==> config.mk <==
export PLATFORM = sky130hd
export DESIGN_NAME = video_plane_control
export DESIGN_NICKNAME = d
export VERILOG_FILES = /design/src/design/ctrl_reg_file.v /design/src/design/video_plane_control.v
export VERILOG_INCLUDE_DIRS = /design/src /design/src/design
export SDC_FILE = /design/constraint.sdc
export NUM_CORES = 1
export LEC_CHECK = 0
export BUFFER_PORTS_ARGS = -buffer_cell sky130_fd_sc_hd__buf_2
export CAP_MARGIN = 20
export CORE_UTILIZATION = 60
export CTS_BUF_LIST = sky130_fd_sc_hd__clkbuf_16
export DETAILED_ROUTE_END_ITERATION = 6
export MAX_ROUTING_LAYER = met4
export PLACE_DENSITY = 0.84
export SLEW_MARGIN = 0
export SYNTH_ARGS = -nofsm -noshare
export SYNTH_HDL_FRONTEND = slang
export SYNTH_SLANG_ARGS = --single-unit
==> constraint.sdc <==
create_clock -name clock -period 6 [get_ports clock]
set_input_delay 0.9 -clock clock [delete_from_list [all_inputs] [get_ports clock]]
set_output_delay 0.9 -clock clock [all_outputs]
set_load 0.05 [all_outputs]
==> src/design/video_plane_consts.vh <==
`ifndef VIDEO_PLANE_CONSTS_VH
`define VIDEO_PLANE_CONSTS_VH
// ==========================================================
// Port addresses
`define PORT_PLANE_CTRL    8'hD8
`define PORT_MIRROR_LATCH  8'hDA
`define PORT_CTRL_INDEX    8'hDC
`define PORT_CTRL_DATA     8'hDD
// ==========================================================
// Plane windows (address bits 23:16)
`define PAGE_BLUE          8'h0C
`define PAGE_RED           8'h0D
`define PAGE_GREEN         8'h0E
// ==========================================================
// Control register fields
`define BIT_MEM_DISABLE    7
`define BIT_REPL_BLUE      6
`define BIT_REPL_GREEN     5
`define BIT_REPL_RED       4
`define BIT_SOLID_N        3
`define BIT_EN_BLUE        2
`define BIT_EN_GREEN       1
`define BIT_EN_RED         0
// ==========================================================
// Reset values and indexes
`define RST_PLANE_CTRL     8'h08
`define RST_ZERO           8'h00
`define IDX_START_HIGH     5'h0C
`define IDX_START_LOW      5'h0D
`define IDX_COUNT          5'h12
`define START_HIGH_MASK    8'h3F
`endif

==> src/design/ctrl_reg_file.v <==
`timescale 1ns/1ps
`include "video_plane_consts.vh"
// ==========================================================
// Display controller register file, 18 bytes, registered read
module ctrl_reg_file #(
  parameter DEPTH = 18
) (
  input  wire       clock,   // System clock
  input  wire [4:0] addr,    // Register index
  input  wire       wr_en,   // Write strobe
  input  wire [7:0] wr_data, // Write data
  output reg  [7:0] rd_data  // Registered read data
);
  reg [7:0] mem_q [0:DEPTH-1];

  // Write, masking the two unused start-high bits
  always @(posedge clock) begin
    if (wr_en && (addr < DEPTH)) begin
      if (addr == `IDX_START_HIGH)
        mem_q[addr] <= wr_data & `START_HIGH_MASK;
      else
        mem_q[addr] <= wr_data;
    end
  end

  // Registered read
  always @(posedge clock) begin
    if (addr < DEPTH)
      rd_data <= mem_q[addr];
    else
      rd_data <= `RST_ZERO;
  end
endmodule

==> src/design/video_plane_control.v <==
`timescale 1ns/1ps
`include "video_plane_consts.vh"
// Functional notes
// - Control register decoded at video_plane_control
// - Upper nibble access, lower nibble display
// - Every control bit except bit 7 active low
// - Blue 0C, red 0D, green 0E pages
// - Bit 7 one blocks all plane access
// - Bit 6 zero replicates writes into blue
// - Bits 5,4 replicate into green, red
// - Reads return only addressed plane
// - Addressed plane written unless bit 7 one
// - Bit 3 zero forces solid colour
// - Bit 3 one passes enabled planes
// - All planes disabled gives black
// - Display gating never alters memory
// - Value 08 is normal white-text mode
// - Index port DC, data port DD
// - Start address 14 bits, high/low
// - Byte MSB shifts out first
module video_plane_control (
  input  wire        clock,        // 25 MHz system clock
  input  wire        rst_n,        // Async reset, active low
  // Host I/O port bus
  input  wire [7:0]  io_addr,      // Port address
  input  wire        io_rd,        // Port read strobe
  input  wire        io_wr,        // Port write strobe
  input  wire [7:0]  io_wdata,     // Port write data
  output reg  [7:0]  io_rdata_q,   // Port read data
  output reg         io_rvalid_q,  // Read data valid pulse
  // Host memory bus
  input  wire [23:0] mem_addr,     // Host memory address
  input  wire        mem_rd,       // Memory read strobe
  input  wire        mem_wr,       // Memory write strobe
  input  wire [7:0]  mem_wdata,    // Memory write data
  output wire        mem_hit,      // Access claimed by a plane
  // Video memory plane ports
  output wire [15:0] plane_addr,   // Offset within plane
  output wire [7:0]  plane_wdata,  // Data to planes
  output wire [2:0]  plane_we,     // Write enables {blue,green,red}
  output wire [2:0]  plane_re,     // Read enables {blue,green,red}
  // Pixel path
  input  wire        byte_load,    // Load new bytes into shifters
  input  wire [7:0]  pix_blue,     // Blue plane byte
  input  wire [7:0]  pix_green,    // Green plane byte
  input  wire [7:0]  pix_red,      // Red plane byte
  output reg  [2:0]  pixel_rgb_q,  // Output pixel {red,green,blue}
  // Mirror and start address
  output reg  [7:0]  mirror_latch_q, // Start address mirror latch
  output wire [13:0] display_start   // Start address
);
  // ==========================================================
  // Control and pointer registers
  reg  [7:0] plane_ctrl_q;
  reg  [4:0] controller_index_pointer_q;
  reg  [7:0] start_high_q;
  reg  [7:0] start_low_q;
  wire [7:0] reg_rdata;

  wire wr_ctrl  = io_wr && (io_addr == `PORT_PLANE_CTRL);
  wire wr_latch = io_wr && (io_addr == `PORT_MIRROR_LATCH);
  wire wr_index = io_wr && (io_addr == `PORT_CTRL_INDEX);
  wire wr_data  = io_wr && (io_addr == `PORT_CTRL_DATA);

  // Port writes
  always @(posedge clock or negedge rst_n) begin
    if (!rst_n) begin
      plane_ctrl_q              <= `RST_PLANE_CTRL;
      mirror_latch_q            <= `RST_ZERO;
      controller_index_pointer_q <= 5'h00;
      start_high_q              <= `RST_ZERO;
      start_low_q               <= `RST_ZERO;
    end else begin
      if (wr_ctrl)
        plane_ctrl_q <= io_wdata;
      if (wr_latch)
        mirror_latch_q <= io_wdata;
      if (wr_index)
        controller_index_pointer_q <= io_wdata[4:0];
      if (wr_data && controller_index_pointer_q == `IDX_START_HIGH)
        start_high_q <= io_wdata & `START_HIGH_MASK;
      if (wr_data && controller_index_pointer_q == `IDX_START_LOW)
        start_low_q <= io_wdata;
    end
  end

  assign display_start = {start_high_q[5:0], start_low_q};

  // Controller register storage
  ctrl_reg_file #(
    .DEPTH (18)
  ) u_regs (
    .clock   (clock),
    .addr    (controller_index_pointer_q),
    .wr_en   (wr_data),
    .wr_data (io_wdata),
    .rd_data (reg_rdata)
  );

  // ==========================================================
  // Port reads; every port, data port included, answers two cycles after the read strobe
  reg       rd_pend_q;
  reg [7:0] rd_port_q;
  always @(posedge clock or negedge rst_n) begin
    if (!rst_n) begin
      rd_pend_q   <= 1'b0;
      rd_port_q   <= `RST_ZERO;
      io_rdata_q  <= `RST_ZERO;
      io_rvalid_q <= 1'b0;
    end else begin
      rd_pend_q   <= io_rd;
      rd_port_q   <= io_addr;
      io_rvalid_q <= rd_pend_q;
      if (rd_pend_q) begin
        case (rd_port_q)
          `PORT_PLANE_CTRL:   io_rdata_q <= plane_ctrl_q;
          `PORT_MIRROR_LATCH: io_rdata_q <= mirror_latch_q;
          `PORT_CTRL_INDEX:   io_rdata_q <= {3'b000, controller_index_pointer_q};
          `PORT_CTRL_DATA:    io_rdata_q <= reg_rdata;
          default:            io_rdata_q <= `RST_ZERO;
        endcase
      end
    end
  end

  // ==========================================================
  // Host memory access, upper nibble only
  wire mem_on   = ~plane_ctrl_q[`BIT_MEM_DISABLE];
  wire hit_blue  = (mem_addr[23:16] == `PAGE_BLUE);
  wire hit_red   = (mem_addr[23:16] == `PAGE_RED);
  wire hit_green = (mem_addr[23:16] == `PAGE_GREEN);
  wire any_hit   = hit_blue | hit_green | hit_red;

  assign mem_hit     = any_hit & mem_on;
  assign plane_addr  = mem_addr[15:0];
  assign plane_wdata = mem_wdata;
  // Addressed plane written unless bit 7 set, others by replication
  assign plane_we[2] = mem_wr & mem_on & (hit_blue |
                       (any_hit & ~plane_ctrl_q[`BIT_REPL_BLUE]));
  assign plane_we[1] = mem_wr & mem_on & (hit_green |
                       (any_hit & ~plane_ctrl_q[`BIT_REPL_GREEN]));
  assign plane_we[0] = mem_wr & mem_on & (hit_red |
                       (any_hit & ~plane_ctrl_q[`BIT_REPL_RED]));
  // Reads ignore replication bits
  assign plane_re = {3{mem_rd & mem_on}} & {hit_blue, hit_green, hit_red};

  // ==========================================================
  // Pixel path, lower nibble only; memory never written here
  reg  [7:0] sh_blue_q;
  reg  [7:0] sh_green_q;
  reg  [7:0] sh_red_q;
  wire       solid    = ~plane_ctrl_q[`BIT_SOLID_N];
  wire       en_blue  = ~plane_ctrl_q[`BIT_EN_BLUE];
  wire       en_green = ~plane_ctrl_q[`BIT_EN_GREEN];
  wire       en_red   = ~plane_ctrl_q[`BIT_EN_RED];

  // Shifters emit the most significant bit first
  always @(posedge clock or negedge rst_n) begin
    if (!rst_n) begin
      sh_blue_q  <= `RST_ZERO;
      sh_green_q <= `RST_ZERO;
      sh_red_q   <= `RST_ZERO;
    end else if (byte_load) begin
      sh_blue_q  <= pix_blue;
      sh_green_q <= pix_green;
      sh_red_q   <= pix_red;
    end else begin
      sh_blue_q  <= {sh_blue_q[6:0], 1'b0};
      sh_green_q <= {sh_green_q[6:0], 1'b0};
      sh_red_q   <= {sh_red_q[6:0], 1'b0};
    end
  end

  // Colour gating; disabled planes never light
  always @(posedge clock or negedge rst_n) begin
    if (!rst_n) begin
      pixel_rgb_q <= 3'b000;
    end else if (solid) begin
      pixel_rgb_q <= {en_red, en_green, en_blue};
    end else begin
      pixel_rgb_q <= {en_red & sh_red_q[7], en_green & sh_green_q[7],
                      en_blue & sh_blue_q[7]};
    end
  end
endmodule

* Word level (Yosys, flattened, before mapping)
Memories as Yosys holds them, arrays and structs flattened. A register that Yosys moved wholly into a read port is not among the register bits.
Cells that the tools add are included.
** Storage, ports and cells
- Bits of input ports :: 79
- Memories :: 1
- Memory bits (writable) :: 144
- Word-level logic and storage cells :: 74
- Output and inout port bits :: 65
- Flip-flop bits (word level) :: 80
** Operators by class
- Eq/ne operators :: 13
- Reduce and logical (&&, ||, !) cells :: 8
- Order comparisons :: 1
- Bitwise logic cells :: 26
- Multiplexer cells :: 12
** Memory list
- u_regs.mem_q :: words 18, width 8, rd ports 1, clocked after Yosys merged registers in 1, write ports 1, RTL line ctrl_reg_file.v:14 : reg [7:0] mem_q [0:DEPTH-1];
** Operators with widths (count)
- 8-bit equality test (second input constant) :: 8
- 8-bit 2-to-1 mux :: 4
- 8-bit case mux with 4 select lines :: 1
- 8-bit by 4-bit equality test with 1-bit output (second input constant) :: 3
- 1-bit bitwise AND :: 12
- 5-bit by 4-bit equality test with 1-bit output (second input constant) :: 2
- 1-bit logical AND :: 7
- 1-bit inverter :: 7
- 1-bit 2-to-1 mux :: 6
- 1-bit bitwise OR :: 6
- 5-bit < comparator (second input constant) :: 1
- 3-bit bitwise AND :: 1
- 3-bit 2-to-1 mux :: 1
- 1-bit logical NOT :: 1

* Longest topological paths before layout
- Depth in word-level cells :: 6
- Depth in mapped cells :: 7

* Cells and area by module
Synthesis repeated with hierarchy kept, for this count alone.
** Second synthesis, totals
- Cells, all modules :: 595
- Area total of the unflattened synthesis :: 9429.0 µm²
** By module, submodules not included
- ctrl_reg_file :: area each 5948.2 µm², instances 1, sequential area each 4484.3 µm², cells an instance 344
- video_plane_control :: area each 3480.8 µm², instances 1, sequential area each 2003.2 µm², cells an instance 251

* Least setup slack after synthesis
Ideal clock, no wire load.
- Kind :: input-to-output
- From :: in mem_addr[21]
- To :: out plane_re[0]
- Data arrival time :: 2.858 ns
- Path slack :: 2.242 ns
- Stages on the path :: 4
- Required time :: 5.100 ns
- Cell sequence :: nor4_1 nand3_1 or3b_2 nor3_1
** Between the ends
- Longest elaborated chain between the ends :: 2
** Ends and longest elaborated chain
- start: declaration :: RTL line video_plane_control.v:32 : input wire [23:0] mem_addr,
- 8-bit by 4-bit equality test with 1-bit output (no source line)
- 3-bit bitwise AND :: RTL line video_plane_control.v:145 : assign plane_re = {3{mem_rd & mem_on}} & {hit_blue, hit_green, hit_red};
- end: declaration :: RTL line video_plane_control.v:41 : output wire [2:0] plane_re,
Every way passes these cells.

* Final worst setup path
- From :: in mem_addr[20]
- To :: out plane_re[1]
Same word-level chain as after synthesis.

==> out/qor.yml <==
maxCapViolCount: 0
syn_area_per_cell_um2: 15.60
holdBufCountCts: 0
synth_edf_count: 144
r2r_end: "u_regs.mem_q[13][2]$_DFFE_PP_"
syn_inst: 598
async_flop_share_pct: 34.48
yosysUniqueCellTypes: 46
fin_crit_ps: 3424
dr.pass1.iters: 6
drc_errors: 0
clock_latency_ps: 500
crit_path_end_kind: "primary output"
yosysTopAreaCellShare_pct: 46.36
critical_path_class: "in -> out"
synth-main-ff-cell: "edfxtp_1"
ant_nets: 0
htreeDepth: 1
start_util_pct: 61.35
synth.area.top_cells: "edfxtp_1, dfrtp_1, mux2_2, mux2i_1, buf_4"
fp.dieH_um: 126.7
gr-total-overflow: 0
die_area_mm2: 0.01605
ctsRootBufferMaster: "clkbuf_16"
max-vdd-ir-drop_v: 0.0002204
postCtsSetupBuffers: 0
crit_required_ps: 5100
synth_top_cell_by_area: "edfxtp_1"
synth_area_mm2: 0.009326
yosysSeqAreaShare_pct: 69.56
r2r_slack_ps: 3350
routed_wl_um: 19210
r2r-start: "controller_index_pointer_q[1]$_DFFE_PN0P_"
grt_antenna_before_repair: 0
setup_viol: 0
syn_nets: 677
place_area_mm2: 0.009741
cts_buffers: 23
worstPathMaxFanout: 4
cts_tree: "yes"
leakage_uw: 0.004112
skew_ps: 7.691
antennaDiodeCount: 0
crit_end: "plane_re[1]"
combinationalPowerShare_pct: 5.4
status: "completed"
drive_gt1_share_pct: 30.10
synth.most_common_cell: "edfxtp_1"
tightestPinTransition_ps: 1117
min_period_over_period_pct: 57.06
synth_commonest_cells: "edfxtp_1, dfrtp_1, mux2_2"
p_int_uw: 2533
place_hpwl_um: 12040
drt-initial-drc-count: 539
layout_setup_ws_ps: 2576
gp_congestion: 0.8287
power.share.switching_pct: 21.49
viasPerCell: 6.197
grt_pass1_vias: 5432
post-place-ws_ps: 2653
grt_use_total_pct: 25.47
num_vias: 5385
holdWs_ps: 467.0
cts_buffer_depth: 3
rr_worst_depth: 4
finalMaxSlewViolations: 0
final_nets: 745
grt_max_degree: 81
ys.warnings.count: 0
grt_pass1_wl_um: 29770
rsz0062_at_grt: "no"
fin_area_mm2: 0.01042
cellPowerDensity_mw_per_mm2: 309.6
path_clk_slew_ps: 60
hold_viol: 0
fmaxAchievable_mhz: 292.1
cp.arrival_ps: 2520
max_slew_margin_pct: 25.53
cp-start-kind: "input pin"
io_buffers: 95
post_cts_resized: 0
coreArea_mm2: 0.01520
area_growth_syn_to_layout_pct: 11.73
fp.dieW_um: 126.7
hp-class: "reg -> reg"
post_drt_wl_per_cell_um: 22.11
num_rows: 45
switchingPower_uw: 693.5
setup_tns_ps: 0
seq_power_share_pct: 54.4
cts_num_sinks: 232
startpoint: "mem_addr[20]"
pwr-share-clk_pct: 40.2
io_pins: 144
synth_seq_cells: 232
[worst min path at each step]
stage / start / slack (ps) / cells past startpoint / endpoint
2_1_floorplan: rd_pend_q$_DFF_PN0_ / 350 / 0 / io_rvalid_q$_DFF_PN0_
4_1_cts: plane_ctrl_q[2]$_DFFE_PN0P_ / 470 / 1 / pixel_rgb_q[0]$_DFF_PN0_
5_1_grt: io_rd / 480 / 1 / rd_pend_q$_DFF_PN0_
6_report: plane_ctrl_q[2]$_DFFE_PN0P_ / 470 / 1 / pixel_rgb_q[0]$_DFF_PN0_
3_3_place_gp: sh_red_q[3]$_DFF_PN0_ / 460 / 1 / sh_red_q[4]$_DFF_PN0_
3_5_place_dp: plane_ctrl_q[2]$_DFFE_PN0P_ / 460 / 1 / pixel_rgb_q[0]$_DFF_PN0_
[registers in the layout, summed over array words and instances (netlist names)]
register / count
controller_index_pointer_q: 5
io_rdata_q: 8
io_rvalid_q: 1
mirror_latch_q: 8
pixel_rgb_q: 3
plane_ctrl_q: 8
rd_pend_q: 1
rd_port_q: 8
sh_blue_q: 8
sh_green_q: 8
sh_red_q: 8
start_high_q: 6
start_low_q: 8
u_regs.mem_q: 144
u_regs.rd_data: 8
[cells in the final DEF (no fill, tap or decap), types with 3 or more instances in the layout]
master and count:
edfxtp_1 144, buf_2 95, dfrtp_1 78, mux2_2 56
mux2i_1 54, inv_1 23, clkbuf_16 23, a21oi_1 22
nand2_1 21, nor2_1 19, nand3_1 16, a22oi_1 16
o22ai_1 16, mux4_2 8, a31oi_1 8, mux2_4 8
dfxtp_1 8, clkinv_1 6, nor3_1 5, o21ai_0 5
and2_1 4, nor4_1 4, nand3b_1 4, and3_1 3
nand2b_1 3, a2bb2oi_1 3, clkinv_2 3
[worst max-delay path, stage by stage]
cell and delay (ps):
buf_2 110, nor4_1 290, nand3_1 200, or3b_2 530
nor3_1 180, buf_2 300
[power by group through the flow]
stage	registers, uW	logic (uW)	clock network [uW]
6_report	1760	175	1300
5_1_grt	1760	187	1380
4_1_cts	1760	175	1310
3_5_place_dp	1790	173	0
3_3_place_gp	1780	167	0
2_1_floorplan	1790	135	0
[area by class of cell]
type / count / area (um2)
flip-flops and latches: 232 / 6491
fillers: 970 / 4782
multi-input cells: 295 / 2465
clock buffers: 23 / 575.6
repair buffers: 97 / 490.5
well taps: 188 / 235.2
clock inverters: 17 / 98.84
inverters: 17 / 63.81
[logic make-up (layout without fill, tap and decap cells)]
group | count (synthesis) | count (layout) | synth area share, %
multiplexers | 126 | 126 | 15.78
AO/OA/AOI/OAI | 73 | 73 | 4.924
adder cells (fa/ha/maj) | 1 | 1 | 0.1073
flip-flops | 232 | 232 | 69.56
AND/OR/NAND/NOR | 95 | 95 | 5.621
buffers and inverters | 71 | 154 | 4.011
[layer usage]
layer / track usage (%) / vias up / routed length (um)
met5: - / - / 0
met4: 10.22 / 0 / 624
met3: 3.922 / 64 / 1574
met1: 33.39 / 2687 / 7424
li1: - / 2355 / -
met2: 40.59 / 279 / 9586
[per-stage QoR]
stage / cells / utilization, % / total power, uW
floorplan: 598 / - / 1924
global placement: 828 / 64.07 / 1952
detailed placement: 828 / 64.07 / 1960
CTS: 868 / 68.51 / 3238
global route: 869 / 68.54 / 3329
finish: 869 / 68.54 / 3226
No activity file was read; power rests on OpenSTA's default activity.
